--- src/common/exec_pkg.sv ---
// Purpose: Shared constants and types for the execution unit
// Assumes: 8-bit data path, 16-bit program words
// Notes: Opcode codes are internal to the decoder link
package exec_pkg;
  localparam int DATA_W = 8;
  localparam int WORD_W = 16;
  localparam int DEF_ADDR_W = 9;
  localparam int DEF_PC_W = 13;
  localparam int PTR_LOW_W = 8;
  localparam int FLAG_W = 6;
  localparam int FLG_CARRY = 0;
  localparam int FLG_AUX = 1;
  localparam int FLG_ZERO = 2;
  localparam int FLG_WRAP = 3;
  localparam int FLG_SIGNED = 4;
  localparam int FLG_CHAIN_ZERO = 5;
  localparam logic [7:0] ALL_ONES = 8'hff;
  localparam logic [7:0] ALL_ZERO = 8'h00;
  localparam logic [7:0] ONE = 8'h01;
  localparam logic [FLAG_W-1:0] FLAGS_RESET = 6'h00;

  typedef enum logic [4:0] {
    OP_NONE,
    OP_SET_BYTE,
    OP_SET_BIT,
    OP_FAR_CLEAR_MEM,
    OP_FAR_CLEAR_BIT,
    OP_INC_SKIP_IF_ZERO,
    OP_INC_TO_ACC_SKIP_IF_ZERO,
    OP_BIT_SKIP_IF_NONZERO,
    OP_BIT_SKIP_IF_ZERO,
    OP_SKIP_IF_NONZERO,
    OP_SKIP_IF_ZERO,
    OP_COPY_SKIP_IF_ZERO,
    OP_SUBTRACT_TO_ACC,
    OP_SUBTRACT_INTO_MEM,
    OP_SUBTRACT_IMM,
    OP_NIBBLE_EXCHANGE_MEM,
    OP_NIBBLE_EXCHANGE_TO_ACC,
    OP_TABLE_READ_PAGED,
    OP_TABLE_READ_LAST_PAGE,
    OP_PREINC_TABLE_READ_PAGED,
    OP_PREINC_TABLE_READ_LAST,
    OP_XOR_TO_ACC,
    OP_XOR_INTO_MEM,
    OP_XOR_IMM,
    OP_FAR_ADD_CARRY_TO_ACC,
    OP_FAR_ADD_CARRY_TO_MEM,
    OP_FAR_ADD_TO_ACC,
    OP_FAR_ADD_TO_MEM,
    OP_FAR_AND_TO_ACC,
    OP_FAR_AND_TO_MEM
  } op_t;

  typedef enum logic [1:0] {
    ST_IDLE,
    ST_DUMMY,
    ST_TABLE_FETCH
  } st_t;
endpackage

--- src/logic/arith_core.sv ---
// Purpose: 8-bit adder and subtractor with status flags
// Assumes: Subtract means lhs minus rhs with no borrow in
// Notes: Carry out is the inverted borrow when subtracting
`timescale 1ns/1ns
`default_nettype none
module arith_core (
  input wire logic [7:0] lhs_in,
  input wire logic [7:0] rhs_in,
  input wire logic carry_in,
  input wire logic subtract_in,
  output logic [7:0] result_out,
  output logic carry_out,
  output logic aux_out,
  output logic wrap_out,
  output logic signed_out,
  output logic zero_out
);
  logic [7:0] rhs_eff;
  logic cin_eff;
  logic [4:0] low_sum;
  logic [8:0] sum;

  // Two's complement subtract reuses the adder
  assign rhs_eff = subtract_in ? ~rhs_in : rhs_in;
  assign cin_eff = subtract_in ? 1'b1 : carry_in;
  assign low_sum = {1'b0, lhs_in[3:0]} + {1'b0, rhs_eff[3:0]} + {4'h0, cin_eff};
  assign sum = {1'b0, lhs_in} + {1'b0, rhs_eff} + {8'h00, cin_eff};
  assign result_out = sum[7:0];
  assign carry_out = sum[8];
  assign aux_out = low_sum[4];
  assign wrap_out = (lhs_in[7] == rhs_eff[7]) && (sum[7] != lhs_in[7]);
  // True sign of the result even when it wrapped
  assign signed_out = sum[7] ^ wrap_out;
  assign zero_out = (sum[7:0] == 8'h00);
endmodule
`default_nettype wire

--- src/logic/exec_unit.sv ---
// Purpose: Executes byte, bit, skip, subtract, table read, xor and far ops
// Assumes: Operand byte arrives with the op; program word one cycle after address
// Notes: One op per free cycle; busy refuses new ops
`timescale 1ns/1ns
`default_nettype none
module exec_unit #(
  parameter int ADDR_W = exec_pkg::DEF_ADDR_W,
  parameter int PC_W = exec_pkg::DEF_PC_W
) (
  input wire logic clk_in,
  input wire logic resetn_in,
  input wire logic ce_in,
  input wire logic op_valid_in,
  input wire exec_pkg::op_t op_code_in,
  input wire logic [ADDR_W-1:0] addr_in,
  input wire logic [2:0] bit_sel_in,
  input wire logic [7:0] imm_in,
  input wire logic [7:0] mem_rdata_in,
  input wire logic [15:0] prog_word_in,
  input wire logic acc_load_in,
  input wire logic [7:0] acc_value_in,
  input wire logic flags_load_in,
  input wire logic [exec_pkg::FLAG_W-1:0] flags_value_in,
  input wire logic ptr_load_in,
  input wire logic [7:0] ptr_low_in,
  input wire logic [PC_W-9:0] ptr_high_in,
  output logic busy_out,
  output logic done_out,
  output logic skip_out,
  output logic [7:0] acc_out,
  output logic [exec_pkg::FLAG_W-1:0] flags_out,
  output logic mem_we_out,
  output logic [ADDR_W-1:0] mem_addr_out,
  output logic [7:0] mem_wdata_out,
  output logic prog_re_out,
  output logic [PC_W-1:0] prog_addr_out,
  output logic [7:0] table_high_latch_out,
  output logic [7:0] table_pointer_low_out,
  output logic [PC_W-9:0] table_pointer_high_out
);
  typedef struct packed {
    exec_pkg::st_t st;
    logic busy;
    logic done;
    logic skip;
    logic [7:0] acc;
    logic [exec_pkg::FLAG_W-1:0] flags;
    logic mem_we;
    logic [ADDR_W-1:0] mem_addr;
    logic [7:0] mem_wdata;
    logic prog_re;
    logic [PC_W-1:0] prog_addr;
    logic [7:0] tbl_latch;
    logic [7:0] ptr_low;
    logic [PC_W-9:0] ptr_high;
  } state_t;

  state_t q;
  state_t n;
  logic take;
  logic [7:0] bit_mask;
  logic [7:0] inc_val;
  logic [7:0] alu_rhs;
  logic alu_sub;
  logic alu_cin;
  logic [7:0] alu_res;
  logic alu_c;
  logic alu_ac;
  logic alu_ov;
  logic alu_sc;
  logic alu_z;

  // New ops are only looked at when the unit is free
  assign take = ce_in && op_valid_in && !q.busy;
  assign bit_mask = exec_pkg::ONE << bit_sel_in;
  assign inc_val = mem_rdata_in + exec_pkg::ONE;
  assign alu_sub = (op_code_in == exec_pkg::OP_SUBTRACT_TO_ACC) ||
                   (op_code_in == exec_pkg::OP_SUBTRACT_INTO_MEM) ||
                   (op_code_in == exec_pkg::OP_SUBTRACT_IMM);
  assign alu_rhs = (op_code_in == exec_pkg::OP_SUBTRACT_IMM) ? imm_in : mem_rdata_in;
  assign alu_cin = ((op_code_in == exec_pkg::OP_FAR_ADD_CARRY_TO_ACC) ||
                    (op_code_in == exec_pkg::OP_FAR_ADD_CARRY_TO_MEM)) &&
                   q.flags[exec_pkg::FLG_CARRY];

  arith_core u_arith (
    .lhs_in(q.acc),
    .rhs_in(alu_rhs),
    .carry_in(alu_cin),
    .subtract_in(alu_sub),
    .result_out(alu_res),
    .carry_out(alu_c),
    .aux_out(alu_ac),
    .wrap_out(alu_ov),
    .signed_out(alu_sc),
    .zero_out(alu_z)
  );

  always_comb begin
    logic skip_c;
    logic [7:0] logic_res;
    logic [7:0] low_next;
    skip_c = 1'b0;
    logic_res = 8'h00;
    low_next = q.ptr_low;
    n = q;
    n.mem_we = 1'b0;
    n.done = 1'b0;
    n.skip = 1'b0;
    n.prog_re = 1'b0;
    if (acc_load_in) begin
      n.acc = acc_value_in;
    end
    if (flags_load_in) begin
      n.flags = flags_value_in;
    end
    if (ptr_load_in) begin
      n.ptr_low = ptr_low_in;
      n.ptr_high = ptr_high_in;
    end
    case (q.st)
      exec_pkg::ST_IDLE: begin
        if (take) begin
          // Full-width address: far ops reach every section
          n.mem_addr = addr_in;
          n.done = 1'b1;
          case (op_code_in)
            exec_pkg::OP_SET_BYTE: begin
              n.mem_we = 1'b1;
              n.mem_wdata = exec_pkg::ALL_ONES;
            end
            exec_pkg::OP_SET_BIT: begin
              n.mem_we = 1'b1;
              n.mem_wdata = mem_rdata_in | bit_mask;
            end
            exec_pkg::OP_FAR_CLEAR_MEM: begin
              n.mem_we = 1'b1;
              n.mem_wdata = exec_pkg::ALL_ZERO;
            end
            exec_pkg::OP_FAR_CLEAR_BIT: begin
              n.mem_we = 1'b1;
              n.mem_wdata = mem_rdata_in & ~bit_mask;
            end
            exec_pkg::OP_INC_SKIP_IF_ZERO: begin
              n.mem_we = 1'b1;
              n.mem_wdata = inc_val;
              skip_c = (inc_val == exec_pkg::ALL_ZERO);
            end
            exec_pkg::OP_INC_TO_ACC_SKIP_IF_ZERO: begin
              n.acc = inc_val;
              skip_c = (inc_val == exec_pkg::ALL_ZERO);
            end
            exec_pkg::OP_BIT_SKIP_IF_NONZERO: begin
              skip_c = |(mem_rdata_in & bit_mask);
            end
            exec_pkg::OP_BIT_SKIP_IF_ZERO: begin
              skip_c = ~|(mem_rdata_in & bit_mask);
            end
            exec_pkg::OP_SKIP_IF_NONZERO: begin
              n.mem_we = 1'b1;
              n.mem_wdata = mem_rdata_in;
              skip_c = (mem_rdata_in != exec_pkg::ALL_ZERO);
            end
            exec_pkg::OP_SKIP_IF_ZERO: begin
              n.mem_we = 1'b1;
              n.mem_wdata = mem_rdata_in;
              skip_c = (mem_rdata_in == exec_pkg::ALL_ZERO);
            end
            exec_pkg::OP_COPY_SKIP_IF_ZERO: begin
              n.acc = mem_rdata_in;
              skip_c = (mem_rdata_in == exec_pkg::ALL_ZERO);
            end
            exec_pkg::OP_SUBTRACT_TO_ACC,
            exec_pkg::OP_SUBTRACT_INTO_MEM,
            exec_pkg::OP_SUBTRACT_IMM: begin
              if (op_code_in == exec_pkg::OP_SUBTRACT_INTO_MEM) begin
                n.mem_we = 1'b1;
                n.mem_wdata = alu_res;
              end else begin
                n.acc = alu_res;
              end
              n.flags[exec_pkg::FLG_CARRY] = alu_c;
              n.flags[exec_pkg::FLG_AUX] = alu_ac;
              n.flags[exec_pkg::FLG_ZERO] = alu_z;
              n.flags[exec_pkg::FLG_WRAP] = alu_ov;
              n.flags[exec_pkg::FLG_SIGNED] = alu_sc;
              // No borrow chain here, so chained zero equals zero
              n.flags[exec_pkg::FLG_CHAIN_ZERO] = alu_z;
            end
            exec_pkg::OP_NIBBLE_EXCHANGE_MEM: begin
              n.mem_we = 1'b1;
              n.mem_wdata = {mem_rdata_in[3:0], mem_rdata_in[7:4]};
            end
            exec_pkg::OP_NIBBLE_EXCHANGE_TO_ACC: begin
              n.acc = {mem_rdata_in[3:0], mem_rdata_in[7:4]};
            end
            exec_pkg::OP_TABLE_READ_PAGED,
            exec_pkg::OP_TABLE_READ_LAST_PAGE,
            exec_pkg::OP_PREINC_TABLE_READ_PAGED,
            exec_pkg::OP_PREINC_TABLE_READ_LAST: begin
              if ((op_code_in == exec_pkg::OP_PREINC_TABLE_READ_PAGED) ||
                  (op_code_in == exec_pkg::OP_PREINC_TABLE_READ_LAST)) begin
                // Only the low pointer steps; no carry into the high one
                low_next = q.ptr_low + exec_pkg::ONE;
              end
              n.ptr_low = low_next;
              if ((op_code_in == exec_pkg::OP_TABLE_READ_PAGED) ||
                  (op_code_in == exec_pkg::OP_PREINC_TABLE_READ_PAGED)) begin
                n.prog_addr = {q.ptr_high, low_next};
              end else begin
                n.prog_addr = {{(PC_W - 8){1'b1}}, low_next};
              end
              n.prog_re = 1'b1;
              n.done = 1'b0;
              n.busy = 1'b1;
              n.st = exec_pkg::ST_TABLE_FETCH;
            end
            exec_pkg::OP_XOR_TO_ACC,
            exec_pkg::OP_XOR_INTO_MEM,
            exec_pkg::OP_XOR_IMM,
            exec_pkg::OP_FAR_AND_TO_ACC,
            exec_pkg::OP_FAR_AND_TO_MEM: begin
              if ((op_code_in == exec_pkg::OP_FAR_AND_TO_ACC) ||
                  (op_code_in == exec_pkg::OP_FAR_AND_TO_MEM)) begin
                logic_res = q.acc & mem_rdata_in;
              end else begin
                logic_res = q.acc ^ alu_rhs_xor(op_code_in, imm_in, mem_rdata_in);
              end
              if ((op_code_in == exec_pkg::OP_XOR_INTO_MEM) ||
                  (op_code_in == exec_pkg::OP_FAR_AND_TO_MEM)) begin
                n.mem_we = 1'b1;
                n.mem_wdata = logic_res;
              end else begin
                n.acc = logic_res;
              end
              n.flags[exec_pkg::FLG_ZERO] = (logic_res == exec_pkg::ALL_ZERO);
            end
            exec_pkg::OP_FAR_ADD_CARRY_TO_ACC,
            exec_pkg::OP_FAR_ADD_CARRY_TO_MEM,
            exec_pkg::OP_FAR_ADD_TO_ACC,
            exec_pkg::OP_FAR_ADD_TO_MEM: begin
              if ((op_code_in == exec_pkg::OP_FAR_ADD_CARRY_TO_MEM) ||
                  (op_code_in == exec_pkg::OP_FAR_ADD_TO_MEM)) begin
                n.mem_we = 1'b1;
                n.mem_wdata = alu_res;
              end else begin
                n.acc = alu_res;
              end
              // Chained zero is left alone by additions
              n.flags[exec_pkg::FLG_CARRY] = alu_c;
              n.flags[exec_pkg::FLG_AUX] = alu_ac;
              n.flags[exec_pkg::FLG_ZERO] = alu_z;
              n.flags[exec_pkg::FLG_WRAP] = alu_ov;
              n.flags[exec_pkg::FLG_SIGNED] = alu_sc;
            end
            default: begin
              n.done = 1'b1;
            end
          endcase
          if (skip_c) begin
            n.skip = 1'b1;
            n.busy = 1'b1;
            n.st = exec_pkg::ST_DUMMY;
          end
        end
      end
      exec_pkg::ST_DUMMY: begin
        // Dummy slot while the next op is fetched
        n.busy = 1'b0;
        n.st = exec_pkg::ST_IDLE;
      end
      exec_pkg::ST_TABLE_FETCH: begin
        n.mem_we = 1'b1;
        n.mem_wdata = prog_word_in[7:0];
        n.tbl_latch = prog_word_in[15:8];
        n.done = 1'b1;
        n.busy = 1'b0;
        n.st = exec_pkg::ST_IDLE;
      end
      default: begin
        n.st = exec_pkg::ST_IDLE;
        n.busy = 1'b0;
      end
    endcase
  end

  // Immediate only for the immediate xor form
  function automatic logic [7:0] alu_rhs_xor(input exec_pkg::op_t op, input logic [7:0] imm,
                                             input logic [7:0] mem);
    alu_rhs_xor = (op == exec_pkg::OP_XOR_IMM) ? imm : mem;
  endfunction

  always_ff @(posedge clk_in or negedge resetn_in) begin
    if (!resetn_in) begin
      q <= '0;
    end else if (ce_in) begin
      q <= n;
    end
  end

  assign busy_out = q.busy;
  assign done_out = q.done;
  assign skip_out = q.skip;
  assign acc_out = q.acc;
  assign flags_out = q.flags;
  assign mem_we_out = q.mem_we;
  assign mem_addr_out = q.mem_addr;
  assign mem_wdata_out = q.mem_wdata;
  assign prog_re_out = q.prog_re;
  assign prog_addr_out = q.prog_addr;
  assign table_high_latch_out = q.tbl_latch;
  assign table_pointer_low_out = q.ptr_low;
  assign table_pointer_high_out = q.ptr_high;
endmodule
`default_nettype wire

--- config.mk ---
export PLATFORM = sky130hd
export DESIGN_NAME = exec_unit
export DESIGN_NICKNAME = d
export VERILOG_FILES = /design/src/common/exec_pkg.sv /design/src/logic/arith_core.sv /design/src/logic/exec_unit.sv
export SDC_FILE = /design/constraint.sdc
export NUM_CORES = 1
export LEC_CHECK = 0
export ABC_CLOCK_PERIOD_IN_PS = 3350
export CAP_MARGIN = 20
export CELL_PAD_IN_SITES_DETAIL_PLACEMENT = 0
export CELL_PAD_IN_SITES_GLOBAL_PLACEMENT = 1
export CORE_AREA = 2 2 121 123
export CTS_BUF_LIST = sky130_fd_sc_hd__clkbuf_4 sky130_fd_sc_hd__clkbuf_8
export CTS_CLUSTER_DIAMETER = 120
export DETAILED_ROUTE_END_ITERATION = 8
export DIE_AREA = 0 0 123 125
export DONT_BUFFER_PORTS = 1
export PLACE_DENSITY_LB_ADDON = 0.25
export SYNTH_ARGS = -nofsm -noshare
export SYNTH_HDL_FRONTEND = slang
export SYNTH_HIERARCHICAL = 1
export SYNTH_SLANG_ARGS = --single-unit
--- constraint.sdc ---
create_clock -name clk_in -period 3.35 [get_ports clk_in]
set_clock_uncertainty 0.15 [all_clocks]
set_input_delay 0.67 -clock clk_in [delete_from_list [all_inputs] [get_ports clk_in]]
set_output_delay 0.67 -clock clk_in [all_outputs]
set_load 0.01 [all_outputs]
# ---- Yosys cells after proc, flatten, opt, wreduce, memory -nomap -nowiden
# Cells that the tools add are included.
dict set report totals {
  regBits 72
  input_bits 83
  elab_cells 151
}
dict set report op_classes {
  n_addsub 6
  eq_ne 38
  shifts 1
  mux 47
  n_bitwise 8
  reduce_logical 37
}
# op n
set ops {}
lappend ops {{two-way mux 8 bit} 18}
lappend ops {{one-hot mux 8 bit (10 select lines)} 1}
lappend ops {{equality test 5 bit (second input constant)} 14}
lappend ops {{two-way mux 51 bit} 1}
lappend ops {{one-hot mux 8 bit (6 select lines)} 1}
lappend ops {{equality test 5 x 4 -> 1 bit (second input constant)} 8}
lappend ops {{zero test 8 bit} 4}
lappend ops {{two-way mux 14 bit} 2}
lappend ops {{two-way mux 13 bit} 2}
lappend ops {{AND 8 bit} 3}
lappend ops {{equality test 5 x 3 -> 1 bit (second input constant)} 4}
lappend ops {{adder 8 x 1 -> 8 bit (second input constant)} 2}
lappend ops {{NOT 8 bit} 2}
lappend ops {{one-hot mux 8 bit (2 select lines)} 1}
lappend ops {{OR reduction 8 bit} 2}
lappend ops {{two-way mux 15 bit} 1}
lappend ops {{inequality test 11 x 2 -> 1 bit (second input constant)} 1}
lappend ops {{equality test 5 x 2 -> 1 bit (second input constant)} 2}
lappend ops {{adder 8 x 8 -> 9 bit} 1}
lappend ops {{adder 9 x 1 -> 9 bit} 1}
lappend ops {{two-way mux 1 bit} 9}
lappend ops {{two-way mux 3 bit} 3}
lappend ops {{inequality test 3 bit (second input constant)} 3}
lappend ops {{logical OR 1 bit} 8}
lappend ops {{31 further kinds} 43}

# ---- Longest topological paths before layout
# Gate-level depths: netlist of the first run.
dict set report depth {
  word_depth 12
  mapped_depth 19
  ltp_nobuf 17
}

# ---- By module
# The synthesis of the first run kept the hierarchy.
# module instances cells_per_inst area_per_inst_um2 seq_area_each_um2
set by_module_without_submodules {}
lappend by_module_without_submodules {exec_unit 1 732 5985.7 1801.7}
lappend by_module_without_submodules {arith_core 1 59 475.5 0.0}

# ---- Least setup slack after synthesis of the first run
# Ideal clock, no wire load.
dict set report synth_path {
  kind {input-to-reg}
  startpoint {input port op_code_in[2]}
  endpoint {register q (netlist bit acc_out[7])}
  setup_time_ns 0.125
  arrival_time_ns 4.090
  slack_ns -1.016
  cell_stages 17
  n_path_buf 3
  cell_sequence {buf_2 buf_4 buf_2 nand3_1 nor2_2 mux2_2 xor2_1 ha_1 a21o_1 or3_1 o22a_4 xor2_2 o2bb2ai_1 a221oi_1 o21ai_0 a211oi_1 o21ai_1}
}
dict set report synth_via {
  word_cells_on_any_way 43
  classes_between {2 x add/sub; 15 x eq/ne; 14 x mux; 2 x bitwise; 10 x reduce/logical}
}
# element line
set synth_lines {}
lappend synth_lines {{start: declaration} exec_unit.sv:14} ;# input wire exec_pkg::op_t op_code_in,
lappend synth_lines {{equality test 5 x 4 -> 1 bit (*)} exec_unit.sv:80} ;# assign alu_rhs = (op_code_in == exec_pkg::OP_SUBTRACT_IMM) ? imm_in : mem_rdata_in;
lappend synth_lines {{two-way mux 8 bit (*)} exec_unit.sv:80}
lappend synth_lines {{via alu_rhs[4]} exec_unit.sv:63} ;# logic [7:0] alu_rhs;
lappend synth_lines {{NOT 8 bit} arith_core.sv:24} ;# assign rhs_eff = subtract_in ? ~rhs_in : rhs_in;
lappend synth_lines {{two-way mux 8 bit (*)} arith_core.sv:24}
lappend synth_lines {{adder 8 x 8 -> 9 bit (*)} arith_core.sv:27} ;# assign sum = {1'b0, lhs_in} + {1'b0, rhs_eff} + {8'h00, cin_eff};
lappend synth_lines {{adder 9 x 1 -> 9 bit (*)} arith_core.sv:27}
lappend synth_lines {{via alu_res[7]} exec_unit.sv:66} ;# logic [7:0] alu_res;
lappend synth_lines {{two-way mux 8 bit, on equally long branches} {exec_unit.sv:241, exec_unit.sv:175}}
lappend synth_lines {{one-hot mux 8 bit (6 select lines) (*)} exec_unit.sv:126} ;# case (op_code_in)
lappend synth_lines {{two-way mux 51 bit (*)} exec_unit.sv:122} ;# if (take) begin
lappend synth_lines {{two-way mux 15 bit (*)} exec_unit.sv:120} ;# case (q.st)
lappend synth_lines {{end signal: assignment} exec_unit.sv:296} ;# q <= n;
lappend synth_lines {{end: declaration} exec_unit.sv:58} ;# state_t q;
# Mark *: on every way through the listed nets, which the timed path passes. The rest lies on a longest branch. The select of a mux whose other input is x is not followed.
# A chain may end at the register's enable or synchronous reset.

# ---- Final worst setup path of the first run
dict set report layout_path {
  startpoint {input port op_code_in[0]}
  endpoint {register q (netlist bit acc_out[7])}
}
# The elaborated chain is that of the path after synthesis.

==> results of run 1 <==
[through the flow]
stage,utilization,power (mW),std cells,TNS [ps],setup slack [ps]
6_report,0.488,3.23,937,-145,-60.4
5_1_grt,0.488,3.41,937,-1030,-185
4_1_cts,0.480,3.16,934,-72.4,-40.2
3_5_place_dp,0.457,2.39,914,-6270,-580
3_3_place_gp,0.457,2.37,914,-5380,-583
2_1_floorplan,-,2.24,791,-4650,-558
[layout make-up]
type	count	area (um2)
repair buffers	67	556
multi-input cells	574	4050
flip-flops and latches	72	1800
clock inverters	5	56.3
inverters	24	103
well taps	184	230
clock buffers	11	145
fillers	1417	7270
[logic make-up (layout without fill, tap and decap cells)]
| kind of cell | after synthesis | count (layout) | share of synthesized area |
|---|---|---|---|
| AO/OA/AOI/OAI | 257 | 257 | 0.277 |
| adder cells (fa/ha/maj) | 13 | 13 | 0.0275 |
| XOR/XNOR | 27 | 27 | 0.0378 |
| AND/OR/NAND/NOR | 239 | 239 | 0.185 |
| multiplexers | 38 | 38 | 0.0651 |
| flip-flops | 72 | 72 | 0.279 |
| buffers and inverters | 145 | 107 | 0.129 |
[synthesized netlist by cell type (all sizes together), types with 4 or more instances]
master,number
o31ai,8
xnor2,13
a211oi,15
nor3,18
a221oi,6
and3,11
nand2,87
o221ai,6
o21a,8
o22ai,9
o21ai,62
o31a,5
clkbuf,30
a2111oi,4
nand2b,13
a2bb2oi,4
nor4,4
nand3,26
o311ai,8
xor2,14
a21oi,42
a31oi,11
a22oi,12
ha,11
nand4,4
nor2,42
mux2i,15
nand3b,5
buf,91
inv,24
a32oi,7
a21o,7
mux2,22
o211ai,13
nor2b,6
o2bb2ai,6
dfrtp,72
[flip-flops by register name, summed over array words and instances, names as in the netlist]
signal / flops
flags_out: 6
busy_out: 1
table_pointer_low_out: 8
skip_out: 1
mem_wdata_out: 8
acc_out: 8
prog_re_out: 1
prog_addr_out: 13
table_high_latch_out: 8
done_out: 1
q: 2
table_pointer_high_out: 5
mem_we_out: 1
mem_addr_out: 9
[where the power goes]
part	switching [mW]	internal (mW)
Sequential	0.263	1.06
Clock	0.350	0.372
Combinational	0.633	0.555
Total	1.25	1.99
[worst register-to-register path: cells and delay by family (launching register included)]
| kind | cells | cell delay, ps |
|---|---|---|
| AO/OA/AOI/OAI | 6 | 1140 |
| adder cells (fa/ha/maj) | 2 | 770 |
| flip-flops | 1 | 410 |
| AND/OR/NAND/NOR | 4 | 630 |
[placed cells by master (no fill, tap or decap), types with 5 or more instances in the layout]
cell       Yosys  layout
a211oi_1      13      10
a21o_1         7       7
a21oi_1       41      39
a22oi_1       12      12
a31oi_1       11      11
and3_1        11      11
buf_4         68      62
clkbuf_8       0      10
dfrtp_1       72      72
ha_1          11      11
inv_1         24      22
mux2_2        22      20
mux2i_1       15      15
nand2_1       87      87
nand2b_1      13      12
nand3_1       26      25
nand3b_1       5       5
nor2_1        41      39
nor2b_1        6       5
nor3_1        16      15
o211ai_1      13      13
o21a_1         8       8
o21ai_0       55      47
o21ai_1        6      12
o221ai_1       6       6
o22ai_1        9       9
o2bb2ai_1      6       6
o311ai_0       7       6
o31a_1         5       5
o31ai_1        8       7
xnor2_1       13      12
xor2_1        13      12
[worst paths after layout]
| kind | to | slack (ps) | depth (start not counted) |
|---|---|---|---|
| worst max-delay path | acc_out[7] | -60 | 15 |
| worst min-delay path | table_pointer_low_out[3] | 50 | 1 |
| worst max register to register | mem_wdata_out[6] | 140 | 12 |
| worst min register to register | prog_addr_out[4] | 400 | 2 |
| max in group asynchronous | mem_addr_out[8] | 2710 | 1 |
| min in group clk_in | table_pointer_low_out[6] | 240 | 1 |
[what timing repair did]
item	in CTS	in global routing
gates resized for setup	14	19
setup buffers	3	3
hold buffers	1	0
endpoints found under the setup margin	9	12
pin swaps	7	23
hold endpoints to repair	72	0
[per-layer routing]
layer  share of wire  up-vias
li1                -     2774
met1            0.40     2973
met2            0.47      343
met3            0.10       50
met4           0.029        0
met5               0        -
==> impl_metrics.ini, run 1 <==
[outcome]
run_status = finished with violations
failed_checks = setup timing

[route]
totalWireLength_um = 22800
initial_drt_pass_iterations = 5
dr_total_vias = 6140
drtAntennaViolNets = 0
via_per_inst = 6.55
drt_drc_violations_left = 0
drt-wirelength-per-cell_um = 24.4
drt-initial-drc-count = 700

[worst_setup_path]
critical_path_arrival_ps = 3500
criticalPathCategory = in2reg
cp-start-kind = primary input
cp-startpoint = op_code_in[0]
critPathCaptureType = flop
cp_max_delay_cell = or3_4
critical_path.most_common_cell = o21ai_1
critical_path.max_stage_delay_ps = 320
crit_fanout = 30
crit-reg2reg-launch = flags_out[0]
crit_chain = nand2b_4 -> nor2_4 -> buf_6 -> mux2_4 -> xor2_1 -> ha_1 -> a21o_1 -> or3_4 -> o22a_4 -> xor2_4 -> o2bb2ai_1 -> a221oi_2 -> o21ai_1 -> a211oi_1 -> o21ai_1
crit_path_buffers_inverters = 1
dominant_delay_contributor_by_cell_family_on_the_critical_path = compound AO/OA/AOI/OAI gates
required_ps = 3440

[grt]
grt_max_degree = 73
global_route.overflow_total = 0
global_route.usage.met2 = 0.462
global_route.usage.total = 0.290
gr-usage-met3 = 0.0620
number_of_antenna_violations_at_the_first_check_in_global_routing = 0
global_route_wire_length_before_repair_um = 34300
busiest_layer = met2
groute.layer.met1.usage = 0.385
grt_pass1_vias = 5917

[timing]
worst_slack_ps = -60.4
fin_crit_ps = 3410
hold-worst-slack_ps = 49.9
rsz0062_at_grt = yes
report.final.hold_viol_count = 0
tightestPinTransition_ps = 955
max_slew_margin = 0.358
max_freq_mhz = 293
finalCritPeriodShare = 1.02
final-setup-viol-count = 4
finalMaxSlewViolations = 0

[power_and_ir_drop]
power_leakage_nw = 2.84
power.density_nw_per_um2 = 466
vdd.ir_drop.worst_mv = 0.165

[yosys]
synth.top_cells.by_area = dfrtp_1, buf_4, nand2_1, o21ai_0, mux2_2
postSynthCellCount = 791
synthesis.area_per_instance_um2 = 8.17
ys.warnings.count = 6
postSynthNetCount = 887
yosysTopAreaCell = dfrtp_1
synth_top_cell_area_share = 0.279
synth-seq-cells = 72
synth-edff-count = 0
netlist_area_um2 = 6460
yosysUniqueCellTypes = 83
async_reset_ff_frac = 1.00
ys_dominant_reg_cell = dfrtp_1
synth.yosys.seq_area_share = 0.279

[cts]
root_buffer = clkbuf_8
clkSinkCount = 72
cts_tree = built
cts-buffers-inserted = 9
cts.clk_slew.worst_paths_ps = 80
insertion_delay_ps = 360
h_tree_depth = 3
cts.path.max_buffers = 2

[floorplanning]
die_area_um2 = 15400
die_h_um = 125
die_x_um = 123
start_util = 0.455
design.core.area_um2 = 14200
placementRows = 44
ios = 153

[final_layout]
post_route_cells_drive_above_1_share = 0.198
stdcell_area_um2 = 6940
antenna_cells = 0
fin_nets = 844
syn_to_final_growth_pct = 7.38

[placed_design]
place.gp.congestion = 0.917
placement.cell_area_um2 = 6490
detailed_place_hpwl_um = 17000
portBuffers = 0

[flow_run]
timing.max_cap.violations = 0

[worst_hold_path]
min_path_type = in2async
(Power assumes the default switching activity.)
==> inputs of run 2 (changes only) <==
Settings changed: ABC_AREA set to 1, CORE_AREA 2 2 121 123 to 2 2 122 124, DIE_AREA 0 0 123 125 to 0 0 124 126.
==> run 2 against run 1 <==
Net effect: the run now ends clean; sequential power up 17%; global-route usage down 3.5 points; clock power up 11%; fmax up 9.6%; register-to-register slack better by 260 ps; highest routed layer unchanged.
==> impl_metrics.ini, run 2 <==
[outcome]
run_status = completed

[worst_setup_path]
criticalPathCategory = in2reg
reg2reg_setup_slack_ps = 400
regToRegEndpoint = mem_wdata_out[6]
crit_fanout = 5
critical_path_arrival_ps = 3190
required_ps = 3420
crit_chain = nand2_1 -> nor2_4 -> nand2_4 -> nand2_1 -> o21ai_2 -> xnor2_1 -> fa_2 -> fa_2 -> inv_1 -> nand2_1 -> nand2_1 -> nand3_1 -> nand2_1 -> nand2_1 -> nand2_1 -> inv_1 -> a21oi_1 -> nand2_1 -> nor2_1 -> nand3_1 -> nand2_1 -> a21oi_1
crit-reg2reg-launch = flags_out[0]
critPathCaptureType = flop
critical_path.max_stage_delay_ps = 390
cp_max_delay_cell = fa_2
r2r_worst_path_depth = 18
critical_path.most_common_cell = nand2_1
cp-start-kind = primary input

[yosys]
synth_top_cell_area_share = 0.279
synth-seq-cells = 72
synth.yosys.seq_area_share = 0.279
ys_top_cells_by_count = nand2_1, nor2_1, inv_1
ys_dominant_reg_cell = dfrtp_1
postSynthCellCount = 986
ys.warnings.count = 6
yosysTopAreaCell = dfrtp_1
async_reset_ff_frac = 1.00
yosysUniqueCellTypes = 45
synth.top_cells.by_area = dfrtp_1, nand2_1, buf_4, nor2_1, nand3_1
netlist_area_um2 = 6460
postSynthNetCount = 1082
synth-edff-count = 0
synth_most_common_cell = nand2_1
synthesis.area_per_instance_um2 = 6.55

[power_and_ir_drop]
sequentialPowerShare = 0.436
netSwitchingPower_mw = 1.45
power_leakage_nw = 3.30
power.density_nw_per_um2 = 540
clock_group_share_of_total_power = 0.226
internal-power_mw = 2.08
power.combinational.fraction = 0.337
switching_share = 0.412
vdd.ir_drop.worst_mv = 0.474

[cts]
clkSinkCount = 72
cts.clk_slew.worst_paths_ps = 80
h_tree_depth = 3
root_buffer = clkbuf_8
cts.path.max_buffers = 2
cts-buffers-inserted = 9
cts_tree = built
insertion_delay_ps = 340

[route]
drt-wirelength-per-cell_um = 17.7
drt-initial-drc-count = 416
drt_drc_violations_left = 0
dr_total_vias = 5999
drtAntennaViolNets = 0
via_per_inst = 5.36
totalWireLength_um = 19800
initial_drt_pass_iterations = 5

[timing]
report.final.hold_viol_count = 0
finalMaxSlewViolations = 0
finalCritPeriodShare = 0.929
setup-tns-final_ps = 0
fin_crit_ps = 3110
hold-worst-slack_ps = 41.8
tightestPinTransition_ps = 724
rsz0062_at_grt = no
final-setup-viol-count = 0
max_slew_margin = 0.516
max_freq_mhz = 321

[final_layout]
stdcell_area_um2 = 6550
post_route_cells_drive_above_1_share = 0.118
antenna_cells = 0
layout.cells.most_common = nand2_1
fin_nets = 1027
fillCellCount = 1567
syn_to_final_growth_pct = 1.30
fin_cells = 1120
largest_register_ffs = 13
most-common-layout-cells = nand2_1, nor2_1, inv_1

[placed_design]
portBuffers = 0
detailed_place_hpwl_um = 15400
placed_cell_count = 1102
placement.cell_area_um2 = 6280
place.gp.congestion = 0.924

[floorplanning]
start_util = 0.451
die_x_um = 124
placementRows = 44
design.core.area_um2 = 14300
die_h_um = 126
die_area_um2 = 15600
ios = 153

[grt]
global_route_wire_length_before_repair_um = 31100
grt_max_degree = 73
global_route.overflow_total = 0
number_of_antenna_violations_at_the_first_check_in_global_routing = 0
grt_pass1_vias = 5703
global_route.usage.total = 0.256

[worst_hold_path]
min_path_type = in2async

[flow_run]
timing.max_cap.violations = 0
## run 2: changes by cell type after synthesis, moves of 13 or more
cell	previous run	this run
nand2_1	87	293
nand4_1	4	24
a21oi_1	41	57
clkbuf_1	30	13
a211oi_1	13	0
nor2_1	41	94
mux2i_1	15	1
inv_1	24	84
nand2b_1	13	0
nand3_1	26	69
nand2_2	0	13
## run 2: cells by family after synthesis
family / count (synthesis) / synth area share
and+or+nand+nor: 536 / 0.365
buffers and inverters: 191 / 0.154
AOI/OAI and AO/OA: 142 / 0.125
DFF: 72 / 0.279
muxes: 17 / 0.0294
xor gates and xnor gates: 15 / 0.0203
adders and majority gates: 13 / 0.0275
## run 2: how the worst max path moves through the flow
stage,from,end,slack [ps],cells after the start
finish,op_code_in[3],mem_wdata_out[6],240,22
global route,op_code_in[3],flags_out[2],10,19
CTS,op_code_in[3],mem_wdata_out[6],280,22
detailed placement,op_code_in[3],mem_wdata_out[6],-90,22
global placement,op_code_in[3],mem_wdata_out[6],-60,22
floorplan,op_code_in[4],mem_wdata_out[6],4,22
## run 2: worst max-delay path, delay by kind of cell
kind	cells	cell delay, ps
simple gates	14	1220
fa+ha+maj	2	740
compound gates	3	260
xor+xnor	1	140
buf+inv	2	160
## run 2: repair_timing
| action | CTS | global route |
|---|---|---|
| hold endpoints to repair | 72 | 0 |
| hold buffers | 1 | 0 |
| resized for setup | 0 | 1 |
| endpoints found under the setup margin | 0 | 2 |
| setup buffers | 0 | 1 |
## run 2: metal layers
| layer | global-route usage | vias up | wire, um | part of all wire |
|---|---|---|---|---|
| li1 | - | 3017 | - | - |
| met2 | 0.402 | 218 | 8970 | 0.45 |
| met1 | 0.373 | 2752 | 9130 | 0.46 |
| met5 | 0 | - | 0 | 0 |
| met3 | 0.0485 | 12 | 1520 | 0.077 |
| met4 | 0.0383 | 0 | 169 | 0.0085 |
## run 2: power groups by stage
stage / logic [mW] / clock network (mW) / registers [mW]
after floorplan: 1.39 / 0 / 1.31
after global placement: 1.15 / 0 / 1.56
after detailed placement: 1.16 / 0 / 1.56
after CTS: 1.19 / 0.819 / 1.55
after global routing: 1.37 / 0.855 / 1.58
final: 1.19 / 0.800 / 1.54
## run 2: metrics by stage
step,util,total power [mW],setup WS [ps]
final,0.457,3.54,239
after global routing,0.457,3.81,13.7
after CTS,0.457,3.56,277
after detailed placement,0.439,2.73,-85.4
after global placement,0.439,2.71,-62.7
after floorplan,-,2.70,4.05
## run 2: area by class of cell
cell class	instances	area [um2]	share of cell area
clock buffers	11	151	0.0231
clock inverters	5	78.8	0.0120
inverters	99	373	0.0570
multi-input cells	723	3680	0.563
flip-flops and latches	72	1800	0.275
well taps	184	230	0.0352
repair buffers	26	228	0.0348
==> inputs of run 3 (changes only) <==
Settings changed: CORE_AREA 2 2 122 124 to 2 2 150 152, DIE_AREA 0 0 124 126 to 0 0 152 154.
==> run 3 against run 2 <==
Net effect: routed wire length increased by 13%; critical path type unchanged; sequential share of layout area decreased by 0.71 points; final cell count increased by 9.2%; flip-flop and latch count unchanged; critical endpoint is now flags_out[2]; total power increased by 1.4%.
==> impl_metrics.ini, run 3 (synthesis gave the netlist of run 2 again) <==
[route]
drt_drc_violations_left = 0
via_per_inst = 4.97
totalWireLength_um = 22500
drtAntennaViolNets = 0
initial_drt_pass_iterations = 5
dr_total_vias = 6084
drt-initial-drc-count = 462
drt-wirelength-per-cell_um = 18.4

[cts]
insertion_delay_ps = 370
cts-buffers-inserted = 9
cts_tree = built
cts.clk_slew.worst_paths_ps = 80
cts.path.max_buffers = 2
cts_setup_buffers = 0
clkSinkCount = 72
root_buffer = clkbuf_8
h_tree_depth = 3

[worst_setup_path]
criticalPathCategory = in2reg
required_ps = 3490
critical_path_arrival_ps = 3200
crit_fanout = 5
cp-start-kind = primary input
crit-reg2reg-launch = flags_out[0]
critPathCaptureType = flop
cp-startpoint = op_code_in[3]

[timing]
finalMaxSlewViolations = 0
max_slew_margin = 0.522
rsz0062_at_grt = no
setup-tns-final_ps = 0
fin_crit_ps = 3060
max_freq_mhz = 327
tightestPinTransition_ps = 716
report.final.hold_viol_count = 0
hold-worst-slack_ps = 33.2
finalCritPeriodShare = 0.912
worst_slack_ps = 293
final-setup-viol-count = 0

[placed_design]
detailed_place_hpwl_um = 17900
portBuffers = 0
place.gp.congestion = 0.911
placement.cell_area_um2 = 6460
placed_cell_count = 1206
detailedPlace.worstSlack_ps = -169

[grt]
global_route.overflow_total = 0
grt_max_degree = 73
grt_pass1_vias = 5906
global_route.usage.total = 0.190
global_route_wire_length_before_repair_um = 35100
number_of_antenna_violations_at_the_first_check_in_global_routing = 0

[power_and_ir_drop]
vdd.ir_drop.worst_mv = 0.174
power_leakage_nw = 3.32
power.density_nw_per_um2 = 534

[flow_run]
timing.max_cap.violations = 0

[floorplanning]
ios = 153
placementRows = 54
die_area_um2 = 23400
start_util = 0.298
die_x_um = 152
die_h_um = 154
design.core.area_um2 = 21700

[final_layout]
stdcell_area_um2 = 6720
seq_area_um2 = 1800
post_route_cells_drive_above_1_share = 0.125
multiInputGateArea_um2 = 3690
most-common-layout-cells = nand2_1, nor2_1, inv_1
layout.cells.most_common = nand2_1
fin_cells = 1223
antenna_cells = 0
fillCellCount = 2419
largest_register_ffs = 13
syn_to_final_growth_pct = 3.99
fin_nets = 1034

[worst_hold_path]
min_path_type = in2async

[outcome]
run_status = completed
==> run 3: routing by layer <==
| metal | track usage | vias up | wire length (um) |
|---|---|---|---|
| li1 | - | 3029 | - |
| met2 | 0.310 | 157 | 10600 |
| met3 | 0.0369 | 24 | 1030 |
| met1 | 0.257 | 2874 | 10400 |
| met4 | 0.0534 | 0 | 386 |
| met5 | 0 | - | 0 |
==> run 3: power by group <==
group	switching (mW)	total [mW]	leakage, nW	internal [mW]
clock network	0.362	0.804	0.113	0.442
registers	0.378	1.53	0.851	1.15
logic	0.768	1.25	2.36	0.485
total	1.51	3.58	3.32	2.08
==> run 3: path summary, 6_finish.rpt <==
| check | to | slack [ps] | cells after the start |
|---|---|---|---|
| setup / recovery | flags_out[2] | 290 | 19 |
| hold / removal | prog_addr_out[7] | 30 | 1 |
| setup reg to reg | flags_out[2] | 410 | 15 |
| hold reg to reg | mem_addr_out[2] | 400 | 2 |
| max in group asynchronous | q[71] | 2700 | 1 |
| min in group clk_in | flags_out[0] | 260 | 1 |
==> run 3: area by class of cell <==
class / instances / area share
clock inverters: 6 / 0.0134
inverters: 99 / 0.0555
flip-flops and latches: 72 / 0.268
clock buffers: 10 / 0.0205
repair buffers: 33 / 0.0417
well taps: 280 / 0.0521
multi-input cells: 723 / 0.549
==> run 3: repair_timing <==
item / in CTS / in global routing
hold endpoints to repair: 72 / 0
resized for setup: 0 / 1
hold buffers: 1 / 0
setup endpoints to repair: 0 / 2
==> run 3: stage by stage <==
stage                     power (mW)  utilization
after floorplan                 2.70            -
after global placement          2.78        0.298
after detailed placement        2.79        0.298
after CTS                       3.63        0.310
after global routing            3.86        0.310
final                           3.59        0.310
==> run 3: critical path: stages <==
cell and delay (ps):
nand2_1 100, nor2_4 170, nand2_4 90, nand2_1 80, o21ai_2 60, xnor2_1 150, fa_2 390, fa_2 350
inv_1 70, buf_4 110, nand3_1 80, nand3_1 120, nand3_1 70, nor2_1 90, nand2_1 80, nor2_2 150
nand2_1 70, and3_1 170, a21oi_1 130
